$ cat config.mk
export PLATFORM = sky130hd
export DESIGN_NAME = wake_timer
export DESIGN_NICKNAME = d
export VERILOG_FILES = /design/src/common/wake_timer_pkg.sv /design/src/hdl/wake_timer.sv
export SDC_FILE = /design/constraint.sdc
export NUM_CORES = 1
export LEC_CHECK = 0
export ABC_CLOCK_PERIOD_IN_PS = 3900
export BUFFER_PORTS_ARGS = -buffer_cell sky130_fd_sc_hd__buf_2
export CAP_MARGIN = 15
export CELL_PAD_IN_SITES_DETAIL_PLACEMENT = 1
export CELL_PAD_IN_SITES_GLOBAL_PLACEMENT = 1
export CORE_ASPECT_RATIO = 1.1
export CORE_UTILIZATION = 42
export DETAILED_ROUTE_END_ITERATION = 7
export PLACE_DENSITY = 0.92
export REMOVE_ABC_BUFFERS = 1
export SYNTH_ARGS = -nofsm -noshare
export SYNTH_HDL_FRONTEND = slang
export SYNTH_SLANG_ARGS = --single-unit
$ cat constraint.sdc
create_clock -name CLK -period 3.9 [get_ports CLK]
set_clock_uncertainty 0.1 [all_clocks]
set_input_delay 0 -clock CLK [delete_from_list [all_inputs] [get_ports CLK]]
set_output_delay 0 -clock CLK [all_outputs]
set_load 0.03 [all_outputs]
$ cat src/common/wake_timer_pkg.sv
// Constants for the periodic wake-up timer with thermal gate.
// Assumes an AXI4-Lite master and a 25 MHz system clock.
`default_nettype none
package wake_timer_pkg;

  // ****************************************************************
  // Register indices; a register's byte address is four times its index
  // ****************************************************************
  localparam logic [15:0] IDX_WAKE_DIV = 16'h0038;
  localparam logic [15:0] IDX_OPTION_ONE = 16'h1802;
  localparam logic [15:0] IDX_TEST_STATUS = 16'h180F;

  // ****************************************************************
  // Register byte offsets
  // ****************************************************************
  localparam logic [15:0] OFS_WAKE_DIV = IDX_WAKE_DIV << 2;
  localparam logic [15:0] OFS_WAKE_INTERVAL = 16'h0040;
  localparam logic [15:0] OFS_RESET_INTERVAL = 16'h0044;
  localparam logic [15:0] OFS_WAKE_STATUS = 16'h0048;
  localparam logic [15:0] OFS_OPTION_ONE = IDX_OPTION_ONE << 2;
  localparam logic [15:0] OFS_TEST_STATUS = IDX_TEST_STATUS << 2;

  // ****************************************************************
  // Field positions, reset values and divider constants
  // ****************************************************************
  localparam int FLAG_BIT = 7;
  localparam int ACK_BIT = 6;
  localparam int PSEL_BIT = 0;
  localparam int RST_EN_BIT = 6;
  localparam int WAKE_EN_BIT = 7;
  localparam int OPT_BYTE_LSB = 0;
  localparam int TRE_BIT = 3;
  localparam int TRH_BIT = 2;
  localparam int TST_BYTE_LSB = 0;
  localparam int CNT_LSB = 8;
  localparam int ARMED_BIT = 0;
  localparam logic [5:0] DIV_POR = 6'h1F;
  localparam logic [5:0] INTERVAL_RST = 6'h3F;
  localparam logic [9:0] DIV_BASE = 10'h1F8;
  localparam int DIV_STEP_SHIFT = 4;

  // ****************************************************************
  // Bus answers
  // ****************************************************************
  localparam logic [1:0] RESP_OKAY = 2'b00;
  localparam logic [1:0] RESP_SLVERR = 2'b10;

endpackage
`default_nettype wire

$ cat src/hdl/wake_timer.sv
// Periodic wake-up and reset timer with a thermal restart gate.
// Assumes AXI4-Lite on CLK, oscillator tick and thermal inputs from pins.
//
// Decided for this implementation: the AXI4-Lite slave port.
`timescale 1ns/1ps
`default_nettype none

module wake_timer
  import wake_timer_pkg::*;
(
  // Clock, reset, enable
  input wire logic CLK,
  input wire logic RST,
  input wire logic CORE_RST,
  input wire logic CE,
  // Oscillator tick and thermal comparators from pins
  input wire logic OSC_TICK,
  input wire logic TEMP_IN_RESET,
  input wire logic TEMP_IN_REARM,
  input wire logic TEMP_LIMIT,
  // AXI4-Lite write address
  input wire logic [15:0] AWADDR,
  input wire logic AWVALID,
  output logic AWREADY,
  // AXI4-Lite write data
  input wire logic [31:0] WDATA,
  input wire logic [3:0] WSTRB,
  input wire logic WVALID,
  output logic WREADY,
  // AXI4-Lite write response
  output logic [1:0] BRESP,
  output logic BVALID,
  input wire logic BREADY,
  // AXI4-Lite read
  input wire logic [15:0] ARADDR,
  input wire logic ARVALID,
  output logic ARREADY,
  output logic [31:0] RDATA,
  output logic [1:0] RRESP,
  output logic RVALID,
  input wire logic RREADY,
  // Core-facing outputs
  output logic WAKE_IRQ,
  output logic CORE_RESTART,
  output logic STOP_REQ,
  output logic TR_POWER
);

  // ****************************************************************
  // Pin synchronisers
  // ****************************************************************
  logic [3:0] sync1_reg; // First stage only feeds the second
  logic [3:0] sync2_reg; // Settled pin levels
  logic tick_prev_reg; // For tick edge detection
  logic tick_pulse; // One CLK pulse per oscillator tick

  // Two flip-flops on every pin input
  always_ff @(posedge CLK or posedge RST) begin
    if (RST) begin
      sync1_reg <= 4'h0;
      sync2_reg <= 4'h0;
      tick_prev_reg <= 1'b0;
    end else if (CE) begin
      sync1_reg <= {TEMP_LIMIT, TEMP_IN_REARM, TEMP_IN_RESET, OSC_TICK};
      sync2_reg <= sync1_reg;
      tick_prev_reg <= sync2_reg[0];
    end
  end

  assign tick_pulse = sync2_reg[0] & ~tick_prev_reg;

  // ****************************************************************
  // Registers
  // ****************************************************************
  logic [5:0] div_reg; // Wake divider value, power-on only
  logic [5:0] wake_lim_reg; // Wake interval setting
  logic [5:0] rst_lim_reg; // Reset interval setting
  logic wake_en_reg; // Wake interrupt enable
  logic rst_en_reg; // Periodic reset enable
  logic psel_reg; // Counter read-back select
  logic tre_reg; // Restart enable
  logic trh_reg; // High threshold select
  logic armed_reg; // Restart armed status
  logic flag_reg; // Wake interrupt flag

  // ****************************************************************
  // Prescaler and cascaded counters
  // ****************************************************************
  logic [10:0] pre_reg; // Prescaler tick count
  logic [5:0] wake_cnt_reg; // Wake interval counter
  logic [5:0] rst_cnt_reg; // Reset interval counter
  logic wclk; // Wake clock pulse
  logic wake_hit; // Wake interval reached
  logic rst_hit; // Reset interval reached
  logic gated; // Thermal gate active

  // Period in ticks for a given divider value
  function automatic logic [10:0] div_period(input logic [5:0] d);
    div_period = {1'b0, DIV_BASE} + ({5'h00, d} << DIV_STEP_SHIFT);
  endfunction

  assign wclk = tick_pulse && (pre_reg == div_period(div_reg) - 11'd1);
  assign wake_hit = wclk && (wake_cnt_reg == wake_lim_reg);
  assign rst_hit = wake_hit && (rst_cnt_reg == rst_lim_reg);
  assign gated = tre_reg & armed_reg;

  // Prescaler runs free with no power-down control
  always_ff @(posedge CLK or posedge RST) begin
    if (RST) begin
      pre_reg <= 11'h000;
    end else if (CE && tick_pulse) begin
      if (wclk) begin
        pre_reg <= 11'h000;
      end else begin
        pre_reg <= pre_reg + 11'd1;
      end
    end
  end

  // Wake counter increments then clears on match
  always_ff @(posedge CLK or posedge RST) begin
    if (RST) begin
      wake_cnt_reg <= 6'h00;
    end else if (CE && wclk) begin
      if (wake_hit) begin
        wake_cnt_reg <= 6'h00;
      end else begin
        wake_cnt_reg <= wake_cnt_reg + 6'd1;
      end
    end
  end

  // Reset counter counts wake pulses
  always_ff @(posedge CLK or posedge RST) begin
    if (RST) begin
      rst_cnt_reg <= 6'h00;
    end else if (CE && wake_hit) begin
      if (rst_hit) begin
        rst_cnt_reg <= 6'h00;
      end else begin
        rst_cnt_reg <= rst_cnt_reg + 6'd1;
      end
    end
  end

  // ****************************************************************
  // Thermal restart unit
  // ****************************************************************
  logic in_reset; // Temperature in reset range
  logic in_rearm; // Temperature in rearm range
  logic recover; // Armed unit sees recovery
  assign in_reset = sync2_reg[1];
  assign in_rearm = sync2_reg[2];
  assign recover = tre_reg && armed_reg && in_reset;

  // Armed status: set on core reset or on leaving rearm range
  always_ff @(posedge CLK or posedge RST) begin
    if (RST) begin
      armed_reg <= 1'b1;
    end else if (CE) begin
      if (CORE_RST || (!in_rearm && tick_pulse)) begin
        armed_reg <= 1'b1;
      end else if (in_reset && tick_pulse && !tre_reg) begin
        armed_reg <= 1'b0;
      end
    end
  end

  // ****************************************************************
  // Bus slave
  // ****************************************************************
  logic aw_hold_reg; // Write address captured
  logic w_hold_reg; // Write data captured
  logic [15:0] awaddr_reg; // Captured write address
  logic [31:0] wdata_reg; // Captured write data
  logic [3:0] wstrb_reg; // Captured strobes
  logic do_write; // Both halves present
  logic wr_map; // Write address is mapped
  logic rd_map; // Read address is mapped
  logic [31:0] rd_word; // Read mux

  assign do_write = aw_hold_reg && w_hold_reg && !BVALID;

  // Address decode shared by both directions
  function automatic logic is_mapped(input logic [15:0] a);
    is_mapped = (a == OFS_WAKE_DIV) || (a == OFS_WAKE_INTERVAL) ||
      (a == OFS_RESET_INTERVAL) || (a == OFS_WAKE_STATUS) ||
      (a == OFS_OPTION_ONE) || (a == OFS_TEST_STATUS);
  endfunction

  assign wr_map = is_mapped(awaddr_reg);
  assign rd_map = is_mapped(ARADDR);

  // Capture address and data in either order
  always_ff @(posedge CLK or posedge RST) begin
    if (RST) begin
      aw_hold_reg <= 1'b0;
      w_hold_reg <= 1'b0;
      awaddr_reg <= 16'h0000;
      wdata_reg <= 32'h0000_0000;
      wstrb_reg <= 4'h0;
      AWREADY <= 1'b0;
      WREADY <= 1'b0;
    end else if (CE) begin
      AWREADY <= !aw_hold_reg && !AWREADY && AWVALID;
      WREADY <= !w_hold_reg && !WREADY && WVALID;
      if (AWVALID && AWREADY) begin
        aw_hold_reg <= 1'b1;
        awaddr_reg <= AWADDR;
      end else if (do_write) begin
        aw_hold_reg <= 1'b0;
      end
      if (WVALID && WREADY) begin
        w_hold_reg <= 1'b1;
        wdata_reg <= WDATA;
        wstrb_reg <= WSTRB;
      end else if (do_write) begin
        w_hold_reg <= 1'b0;
      end
    end
  end

  // Write response
  always_ff @(posedge CLK or posedge RST) begin
    if (RST) begin
      BVALID <= 1'b0;
      BRESP <= RESP_OKAY;
    end else if (CE) begin
      if (do_write) begin
        BVALID <= 1'b1;
        BRESP <= wr_map ? RESP_OKAY : RESP_SLVERR;
      end else if (BREADY) begin
        BVALID <= 1'b0;
      end
    end
  end

  // Timer settings; divider held across core resets
  always_ff @(posedge CLK or posedge RST) begin
    if (RST) begin
      div_reg <= DIV_POR;
      wake_lim_reg <= INTERVAL_RST;
      rst_lim_reg <= INTERVAL_RST;
      wake_en_reg <= 1'b1;
      rst_en_reg <= 1'b0;
      psel_reg <= 1'b0;
    end else if (CE && do_write && wstrb_reg[0]) begin
      if (awaddr_reg == OFS_WAKE_DIV) begin
        div_reg <= wdata_reg[5:0];
      end
      if (awaddr_reg == OFS_WAKE_INTERVAL) begin
        wake_lim_reg <= wdata_reg[5:0];
      end
      if (awaddr_reg == OFS_RESET_INTERVAL) begin
        rst_lim_reg <= wdata_reg[5:0];
        // Neither-enabled coding falls back to wake only
        wake_en_reg <= wdata_reg[WAKE_EN_BIT] | ~wdata_reg[RST_EN_BIT];
        rst_en_reg <= wdata_reg[RST_EN_BIT];
      end
      if (awaddr_reg == OFS_WAKE_STATUS) begin
        psel_reg <= wdata_reg[PSEL_BIT];
      end
    end
  end

  // Thermal control bits, cleared by any core reset
  always_ff @(posedge CLK or posedge RST) begin
    if (RST) begin
      tre_reg <= 1'b0;
      trh_reg <= 1'b0;
    end else if (CE) begin
      if (CORE_RST) begin
        tre_reg <= 1'b0;
        trh_reg <= 1'b0;
      end else if (do_write && wstrb_reg[0] &&
                   awaddr_reg == OFS_OPTION_ONE) begin
        trh_reg <= wdata_reg[OPT_BYTE_LSB + TRH_BIT];
        if (armed_reg || !wdata_reg[OPT_BYTE_LSB + TRE_BIT]) begin
          tre_reg <= wdata_reg[OPT_BYTE_LSB + TRE_BIT];
        end
      end
    end
  end

  // Wake flag; a new event wins over an acknowledge
  always_ff @(posedge CLK or posedge RST) begin
    if (RST) begin
      flag_reg <= 1'b0;
    end else if (CE) begin
      if (wake_hit && wake_en_reg && !gated &&
          !(rst_hit && rst_en_reg)) begin
        flag_reg <= 1'b1;
      end else if (do_write && wstrb_reg[0] &&
                   awaddr_reg == OFS_WAKE_INTERVAL &&
                   wdata_reg[ACK_BIT]) begin
        flag_reg <= 1'b0;
      end
    end
  end

  // Read mux; acknowledge bit reads zero
  always_comb begin
    rd_word = 32'h0000_0000;
    if (ARADDR == OFS_WAKE_DIV) begin
      rd_word[5:0] = div_reg;
    end else if (ARADDR == OFS_WAKE_INTERVAL) begin
      rd_word[5:0] = wake_lim_reg;
      rd_word[FLAG_BIT] = flag_reg;
    end else if (ARADDR == OFS_RESET_INTERVAL) begin
      rd_word[5:0] = rst_lim_reg;
      rd_word[RST_EN_BIT] = rst_en_reg;
      rd_word[WAKE_EN_BIT] = wake_en_reg;
    end else if (ARADDR == OFS_WAKE_STATUS) begin
      rd_word[CNT_LSB +: 6] = psel_reg ? rst_cnt_reg : wake_cnt_reg;
      rd_word[PSEL_BIT] = psel_reg;
    end else if (ARADDR == OFS_OPTION_ONE) begin
      rd_word[OPT_BYTE_LSB + TRE_BIT] = tre_reg;
      rd_word[OPT_BYTE_LSB + TRH_BIT] = trh_reg;
    end else if (ARADDR == OFS_TEST_STATUS) begin
      rd_word[TST_BYTE_LSB + ARMED_BIT] = armed_reg;
    end
  end

  // Read channel, one cycle to answer
  always_ff @(posedge CLK or posedge RST) begin
    if (RST) begin
      ARREADY <= 1'b0;
      RVALID <= 1'b0;
      RDATA <= 32'h0000_0000;
      RRESP <= RESP_OKAY;
    end else if (CE) begin
      ARREADY <= ARVALID && !ARREADY && !RVALID;
      if (ARVALID && ARREADY) begin
        RVALID <= 1'b1;
        RDATA <= rd_word;
        RRESP <= rd_map ? RESP_OKAY : RESP_SLVERR;
      end else if (RREADY) begin
        RVALID <= 1'b0;
      end
    end
  end

  // ****************************************************************
  // Core-facing outputs
  // ****************************************************************
  // Interrupt follows the flag with no mask; restart on match or recovery
  always_ff @(posedge CLK or posedge RST) begin
    if (RST) begin
      WAKE_IRQ <= 1'b0;
      CORE_RESTART <= 1'b0;
      STOP_REQ <= 1'b0;
      TR_POWER <= 1'b0;
    end else if (CE) begin
      WAKE_IRQ <= flag_reg;
      CORE_RESTART <= (rst_hit && rst_en_reg && !gated) || recover;
      STOP_REQ <= tre_reg && sync2_reg[3];
      TR_POWER <= tre_reg;
    end
  end

endmodule

`default_nettype wire

==> results of run 1 <==
[worst paths after layout]
path,from,endpoint,slack [ns],depth (start not counted)
worst max-delay path,div_reg[0],CORE_RESTART,0.55,8
worst min-delay path,ARVALID,ARREADY,0.004,3
worst max register to register,div_reg[0],CORE_RESTART,0.55,8
worst min register to register,RDATA[10],RDATA[10],0.38,2
max in group asynchronous,RST,div_reg[1],2.77,4
min in group asynchronous,RST,BVALID,0.13,3
[power breakdown]
group,internal (mW),switching [mW]
Clock,0.440,0.473
Combinational,0.274,0.383
Sequential,1.35,0.285
[per-layer routing]
metal / track usage / vias to the layer above / part of all wire
met4: 0.203 / 0 / 0.069
li1: - / 2046 / -
met2: 0.526 / 246 / 0.52
met5: 0 / - / 0
met3: 0.0488 / 93 / 0.055
met1: 0.319 / 2410 / 0.36
[layout by cell type, fill, tap and decap left out, types with 3 or more instances in the layout]
cell	synthesis	final
a21o_1	6	6
a21oi_1	11	11
a222oi_1	3	3
a31oi_1	5	5
and3_1	7	7
and4b_1	3	3
buf_2	1	78
buf_4	20	5
clkbuf_16	0	9
clkinvlp_4	0	3
conb_1	1	20
dfrtp_1	90	90
dfstp_2	19	19
dlygate4sd3_1	0	39
ha_1	4	4
inv_1	10	9
mux2_2	52	52
mux2i_1	9	9
nand2_1	55	55
nand2b_1	9	9
nand3_1	15	15
nand4_1	7	7
nand4b_1	3	3
nor2_1	28	28
nor2b_1	3	3
nor3_1	12	12
nor3b_1	5	5
nor4_1	3	3
nor4b_1	6	6
o211ai_1	5	5
o21ai_0	18	18
o21ai_1	15	15
o31ai_1	8	8
or3_1	7	7
or3_4	3	3
xnor2_1	18	18
xor2_1	9	9
[logic make-up (layout without fill, tap and decap cells)]
kind of cell	after synthesis	in the layout	share of synthesized area
other cells	1	20	0.000682
mux	61	61	0.123
flops	109	109	0.501
buf+inv	43	149	0.0433
fa+ha+maj	4	4	0.00911
compound gates	88	88	0.107
xor+xnor	27	27	0.0430
simple gates	177	177	0.173
[tightest hold or removal path: cells and delay by family]
kind	cells	cell delay, ns
buffers and inverters	1	0.12
and+or+nand+nor	1	0.15
AOI/OAI and AO/OA	1	0.17
[area by class of cell]
cell class	instances	area [µm²]
inverters	10	40.0
flip-flops and latches	109	2750
repair buffers	123	838
fillers	1380	6020
clock inverters	6	48.8
clock buffers	10	229
multi-input cells	377	2580
well taps	157	196
[metrics by stage]
stage / hold slack (ns) / cell area, µm² / util / total power, mW
after CTS: 0.00844 / 6650 / 0.524 / 3.08
after global placement: 0.133 / 5990 / 0.471 / 2.08
final: 0.00372 / 6680 / 0.526 / 3.21
after floorplan: 0.00732 / 5370 / - / 1.92
after global routing: 0.00539 / 6680 / 0.526 / 3.31
after detailed placement: 0.138 / 5990 / 0.471 / 2.15
[what timing repair did]
item / CTS / global route
gates resized for setup: 0 / 0
hold buffers: 39 / 0
endpoints found under the hold margin: 116 / 0
==> results.yml, run 1 <==
status:
  status: "complete, but fails checks"
  violations: "design-rule violations"
drt:
  wire_per_inst_um: 24.1
  ant_nets: 0
  vias: 4795
  drc: 6
  wl_mm: 19.1
  drt_iter0_markers: 336
  dr.pass1.iters: 7
  avgViaCountPerCell: 6.05
synth:
  synth-seq-cells: 109
  synthTopCellsByArea: "dfrtp_1 (41%), mux2_2 (11%), dfstp_2 (9.1%)"
  synthFlopType: "dfrtp_1"
  syn-mean-instance-area_um2: 10.8
  ys.warnings.count: 0
  synth_area_um2: 5500
  synthArstFlopShare: 1.00
  synth-seq-area-share: 0.501
  synth_top_area_share: 0.410
  syn_inst: 510
  yosys.area.top_type: "dfrtp_1"
  ys_types: 58
  yosysMostFrequentCell: "dfrtp_1"
  synth_edf_count: 0
  synth_common_cells: "dfrtp_1 (90), nand2_1 (55), mux2_2 (52)"
layout:
  largest_reg_flops: 16
  final_nets: 715
  area_delta_synth_final_pct: 21.6
  n_antenna_cell: 0
  fin_cells: 792
  drive_above_1_share: 0.287
grt:
  antenna_found_initial: 0
  grt_pass1_vias: 5237
  grt_use_total: 0.293
  grt-ovfl-total: 0
  grt_pass1_wl_mm: 29.6
  grt_max_degree: 87
timing:
  max_freq_ghz: 0.299
  drv_slew: 0
  setup-violations-final: 0
  rsz0062_at_grt: "false"
  final_hold_viol_count: 0
  period_share: 0.858
  fin_ws_ns: 0.553
  timing.slew.headroom: 0.302
  tightest_slew_ns: 1.04
  period_needed_ns: 3.35
  finalSetupTns_ns: 0
floorplan:
  start_util: 0.433
  die_area_um2: 13500
  die_w_um: 111
  ios: 126
  row_count: 43
  die_y_um: 122
  core_um2: 12700
setup_path:
  cp_max_fo: 8
  crit_slowest_cell: "dfstp_2"
  worstPathArrival_ns: 3.50
  required_ns: 4.05
  end_kind: "flip-flop"
  cp_num_buf_inv: 1
  max_stage_delay_ns: 0.64
  cp_cell_sequence: "inv_1 > ha_1 > xnor2_1 > or4_1 > nor4_2 > o21ai_2 > or3b_1 > a21oi_1"
  crit_family: "simple AND/OR/NAND/NOR gates"
  critPathKind: "reg2reg"
  critPathLaunchType: "flip-flop"
worst_hold_path:
  hp-class: "in2reg"
power:
  leakagePower_nw: 2.97
  power_density_nw_per_um2: 480
  ir_worst_vdd_uv: 259
clocking:
  cts_setup_buffers: 0
  clock-sinks: 109
  cts.htree.levels: 3
  cts_made_buffers: 9
  path_clk_slew_ns: 0.09
  clock-root-buffer: "clkbuf_16"
  cts_tree: "built"
  clock_latency_ns: 0.37
  cts.path.max_buffers: 2
run:
  cap_viol_max_count: 0
place:
  dp_hpwl_mm: 10.7
  gp_congestion: 0.843
  place_ws_ns: 0.673
  placed_cells: 735
  io_buffer_count: 78
Note: power is estimated with default switching activity, not from simulation.
==> run 2: changes to the inputs <==
ABC_CLOCK_PERIOD_IN_PS = 3200   (was 3900)
clock period = 3.2 ns   (was 3.9 ns; I/O delays follow)
==> run 2 against run 1 <==
The flow still finishes with violations (design-rule violations). Wire length rose by 0.60%. Sequential power up 21%. Clock power rose by 40%. First-iteration DRC count is 22% higher. Critical path depth increased by 1. Maximum frequency is 8.1% higher. Critical path type unchanged. Flip-flop and latch count unchanged. Register-to-register slack got worse by 0.45 ns. Utilization is 0.38 points higher.
==> results.yml, run 2 (same netlist as run 1, synthesis figures left out) <==
status:
  status: "complete, but fails checks"
  violations: "design-rule violations"
power:
  power.total_mw: 4.07
  combPwrFrac: 0.197
  intPower_mw: 2.71
  power_density_nw_per_um2: 605
  leakagePower_nw: 3.01
  ir_worst_vdd_uv: 355
  p_sw_frac: 0.335
  p_seq_frac: 0.487
  clkPwrFrac: 0.315
  switching_power_mw: 1.36
setup_path:
  crit_slowest_cell: "dfstp_2"
  cp_max_fo: 8
  cp_cell_sequence: "inv_1 > ha_1 > xnor2_1 > or4_1 > nor4_2 > buf_4 > o21ai_2 > or3b_1 > a21oi_1"
  required_ns: 3.37
  max_stage_delay_ns: 0.62
  worstPathArrival_ns: 3.26
  critPathLaunchType: "flip-flop"
  critPathKind: "reg2reg"
  end_kind: "flip-flop"
clocking:
  cts.htree.levels: 3
  clock-sinks: 109
  clock-root-buffer: "clkbuf_16"
  cts_made_buffers: 9
  path_clk_slew_ns: 0.08
  cts.path.max_buffers: 2
  hold_buffers: 38
  cts_setup_buffers: 0
  cts_tree: "built"
  post_cts_resized: 0
  clock_latency_ns: 0.37
drt:
  ant_nets: 0
  drc: 6
  wire_per_inst_um: 24.2
  dr.pass1.iters: 7
  drt_iter0_markers: 409
  avgViaCountPerCell: 6.04
  wl_mm: 19.2
  vias: 4796
place:
  placed_cells: 740
  io_buffer_count: 78
  gp_congestion: 0.851
  dp_hpwl_mm: 11.0
  place_ws_ns: 0.255
grt:
  grt-ovfl-total: 0
  grt_pass1_wl_mm: 29.8
  grtUsageMet1: 0.307
  use_met2: 0.538
  met3_usage: 0.0612
  grt_use_total: 0.294
  grt_max_degree: 63
  grt_pass1_vias: 5265
  grt.busiest_layer: "met2"
  antenna_found_initial: 0
layout:
  final_common_cell: "dfrtp_1"
  drive_above_1_share: 0.290
  final_nets: 717
  area_delta_synth_final_pct: 22.5
  fin_cells: 794
  largest_reg_flops: 16
  n_antenna_cell: 0
  fillCellCount: 1371
  final_cell_mix: "dfrtp_1 (90), buf_2 (78), nand2_1 (55)"
timing:
  drv_slew: 0
  whs_ns: 0.0700
  period_share: 0.967
  tightest_slew_ns: 0.981
  max_freq_ghz: 0.323
  period_needed_ns: 3.10
  rsz0062_at_grt: "false"
  timing.slew.headroom: 0.341
  fin_ws_ns: 0.104
  setup-violations-final: 0
  final_hold_viol_count: 0
  finalSetupTns_ns: 0
floorplan:
  die_w_um: 111
  die_y_um: 122
  ios: 126
  core_um2: 12700
  row_count: 43
  start_util: 0.433
  die_area_um2: 13500
worst_hold_path:
  hp-class: "in2reg"
run:
  cap_viol_max_count: 0
[run 2: metrics by stage]
stage,area [µm²],utilization
2_1_floorplan,5370,-
3_3_place_gp,6020,0.474
4_1_cts,6730,0.530
6_report,6730,0.530
5_1_grt,6730,0.530
3_5_place_dp,6020,0.474
[run 2: critical path, delay by kind of cell (launching register included)]
| kind | cells | cell delay [ns] |
|---|---|---|
| AOI/OAI and AO/OA | 2 | 0.36 |
| buffers and inverters | 2 | 0.29 |
| and+or+nand+nor | 3 | 1.15 |
| xor gates and xnor gates | 1 | 0.16 |
| adders and majority gates | 1 | 0.33 |
| DFF | 1 | 0.62 |
[run 2: power groups by stage]
stage / Sequential (mW) / Clock (mW) / Combinational (mW)
floorplan: 1.94 / 0 / 0.394
global placement: 1.91 / 0 / 0.637
detailed placement: 1.94 / 0 / 0.692
CTS: 1.92 / 1.25 / 0.751
global route: 2.00 / 1.34 / 0.851
finish: 1.98 / 1.28 / 0.804
[run 2: final cells by class]
cell class	instances	area [µm²]	area share
clock buffers	12	256	0.0381
clock inverters	4	70.1	0.0104
inverters	10	40.0	0.00595
multi-input cells	377	2580	0.383
flip-flops and latches	109	2750	0.409
well taps	157	196	0.0292
repair buffers	125	838	0.125
[run 2: routing by layer]
layer  vias up  wire (µm)  part of all wire
met5         -          0                 0
met1      2446       6930              0.36
met4         0       1110             0.058
met2       226      10200              0.53
li1       2047          -                 -
met3        77        953             0.050
[run 2: path summary, 6_finish.rpt]
path | startpoint | end | slack [ns] | depth (start not counted)
worst min register to register | RDATA[8] | RDATA[8] | 0.37 | 2
worst min-delay path | CE | STOP_REQ | 0.07 | 3
max in group asynchronous | RST | wake_lim_reg[5] | 1.83 | 4
worst max register to register | div_reg[0] | CORE_RESTART | 0.10 | 9
min in group asynchronous | RST | wake_cnt_reg[3] | 0.26 | 3
worst max-delay path | div_reg[0] | CORE_RESTART | 0.10 | 9
==> run 3: changes to the inputs <==
ABC_AREA = 1   (was unset)
CORE_UTILIZATION = 40   (was 42)
==> run 3 against run 2 <==
The flow now finishes without violations. Synthesized cell count rose by 45%. Non-clock buffer count decreased by 1. Worst hold slack worse by 0.019 ns. Largest power group unchanged. Die area increased by 11%. Via count is 15% higher. Sequential share of layout area decreased by 2.0 points. Setup slack improved by 0.68 ns. Register-to-register slack gained 0.68 ns. Wire length fell by 3.7%. Sequential power down 4%. Critical endpoint is now wake_cnt_reg[5].
==> results.yml, run 3 <==
status:
  status: "finished clean"
clocking:
  cts_tree: "built"
  cts_made_buffers: 9
  clock-root-buffer: "clkbuf_16"
  clock-sinks: 109
  cts_setup_buffers: 0
  clock_latency_ns: 0.38
  path_clk_slew_ns: 0.07
  cts.path.max_buffers: 2
  cts.htree.levels: 3
synth:
  synth_area_um2: 5830
  syn-mean-instance-area_um2: 7.88
  synth-seq-area-share: 0.472
  synthTopCellsByArea: "dfrtp_1 (39%), nand2_1 (12%), dfstp_2 (8.6%)"
  synthArstFlopShare: 1.00
  synth_common_cells: "nand2_1 (180), inv_1 (97), dfrtp_1 (90)"
  yosys.area.top_type: "dfrtp_1"
  synth-seq-cells: 109
  syn_inst: 740
  ys_types: 40
  synth_edf_count: 0
  synthFlopType: "dfrtp_1"
  synth_top_area_share: 0.386
  ys.warnings.count: 0
  yosysMostFrequentCell: "nand2_1"
floorplan:
  die_y_um: 129
  ios: 126
  die_area_um2: 15100
  die_w_um: 117
  start_util: 0.416
  row_count: 45
  core_um2: 14000
timing:
  final_hold_viol_count: 0
  period_needed_ns: 2.42
  max_freq_ghz: 0.413
  rsz0062_at_grt: "false"
  fin_ws_ns: 0.780
  finalSetupTns_ns: 0
  timing.slew.headroom: 0.368
  tightest_slew_ns: 0.948
  drv_slew: 0
  setup-violations-final: 0
  period_share: 0.756
drt:
  vias: 5535
  drc: 0
  wire_per_inst_um: 17.6
  wl_mm: 18.5
  avgViaCountPerCell: 5.25
  drt_iter0_markers: 288
  ant_nets: 0
  dr.pass1.iters: 5
power:
  leakagePower_nw: 3.46
  power.total_mw: 4.29
  ir_worst_vdd_uv: 433
  power_density_nw_per_um2: 606
setup_path:
  max_stage_delay_ns: 0.57
  reg2regPathDepth: 12
  critPathLaunchType: "flip-flop"
  worstPathArrival_ns: 2.55
  critPathMostFrequentCell: "nand2_1"
  required_ns: 3.33
  cp_cell_sequence: "inv_1 > ha_1 > inv_1 > nand2_1 > nand2_1 > nand2_1 > nand2_1 > nand3_1 > nor2_1 > nand4_1 > nand3_1 > o21ai_0"
  end_kind: "flip-flop"
  cp_max_fo: 5
  crit_slowest_cell: "dfstp_2"
  critPathKind: "reg2reg"
place:
  dp_hpwl_mm: 12.4
  gp_congestion: 0.925
  place_ws_ns: 0.832
  io_buffer_count: 78
grt:
  grt_use_total: 0.264
  grt_pass1_vias: 5845
  grt_pass1_wl_mm: 29.7
  grt-ovfl-total: 0
  antenna_found_initial: 0
  grt_max_degree: 77
layout:
  final_nets: 945
  drive_above_1_share: 0.185
  fillCellCount: 1750
  area_delta_synth_final_pct: 21.3
  largest_reg_flops: 16
  final_cell_mix: "nand2_1 (180), inv_1 (96), dfrtp_1 (90)"
  final_common_cell: "nand2_1"
run:
  cap_viol_max_count: 0
worst_hold_path:
  hp-class: "in2reg"
  whs_path_depth: 4
run 3: logic make-up after synthesis:
| kind of cell | synth area share |
|---|---|
| flops | 0.472 |
| fa+ha+maj | 0.00858 |
| other cells | 0.000643 |
| buf+inv | 0.102 |
| xor+xnor | 0.0120 |
| mux | 0.0193 |
| compound gates | 0.103 |
| simple gates | 0.283 |
run 3: critical path, delay by kind of cell, from the launching register on:
family | cells | cell delay (ns)
compound gates | 1 | 0.11
fa+ha+maj | 1 | 0.29
buf+inv | 2 | 0.21
flops | 1 | 0.57
simple gates | 8 | 1.01
run 3: final cells by class:
class	instances	area [µm²]	area share
Multi-Input combinational cell	513	2560	0.361
Timing Repair Buffer	124	841	0.119
Inverter	103	389	0.0550
Antenna cell	1	2.50	0.000354
Clock buffer	10	229	0.0324
Sequential cell	109	2750	0.389
Tap cell	188	235	0.0332
Clock inverter	6	70.1	0.00990
run 3: power breakdown:
group	switching, mW	internal, mW
clock	0.562	0.616
sequential	0.227	1.67
combinational	0.820	0.388
total	1.61	2.68
run 3: final timing paths:
check / slack [ns] / start / end
worst max-delay path: 0.78 / div_reg[0] / wake_cnt_reg[5]
worst min-delay path: 0.05 / ARADDR[3] / RDATA[6]
worst max register to register: 0.78 / div_reg[0] / wake_cnt_reg[5]
worst min register to register: 0.38 / RVALID / ARREADY
max in group asynchronous: 1.89 / RST / RDATA[4]
min in group asynchronous: 0.29 / RST / AWREADY
run 3: per-stage QoR:
| stage | util | instance area, µm² | hold slack, ns | cells |
|---|---|---|---|---|
| floorplan | - | 5700 | -0.0139 | 725 |
| global placement | 0.453 | 6350 | 0.101 | 995 |
| detailed placement | 0.453 | 6350 | 0.114 | 995 |
| CTS | 0.505 | 7070 | 0.0378 | 1053 |
| global route | 0.505 | 7070 | 0.0949 | 1053 |
| finish | 0.505 | 7080 | 0.0508 | 1054 |
run 3: timing repair:
item                                   CTS  global route
setup endpoints to repair                0             0
hold buffers                            42             0
endpoints found under the hold margin   94             0
gates resized for setup                  0             0
run 3: routing by layer:
layer  vias to the layer above  track usage  wire length [µm]
met1                      2740        0.304              7620
met2                       153        0.479              9420
met3                        39       0.0358               745
met5                         -            0                 0
li1                       2603            -                 -
met4                         0        0.124               730
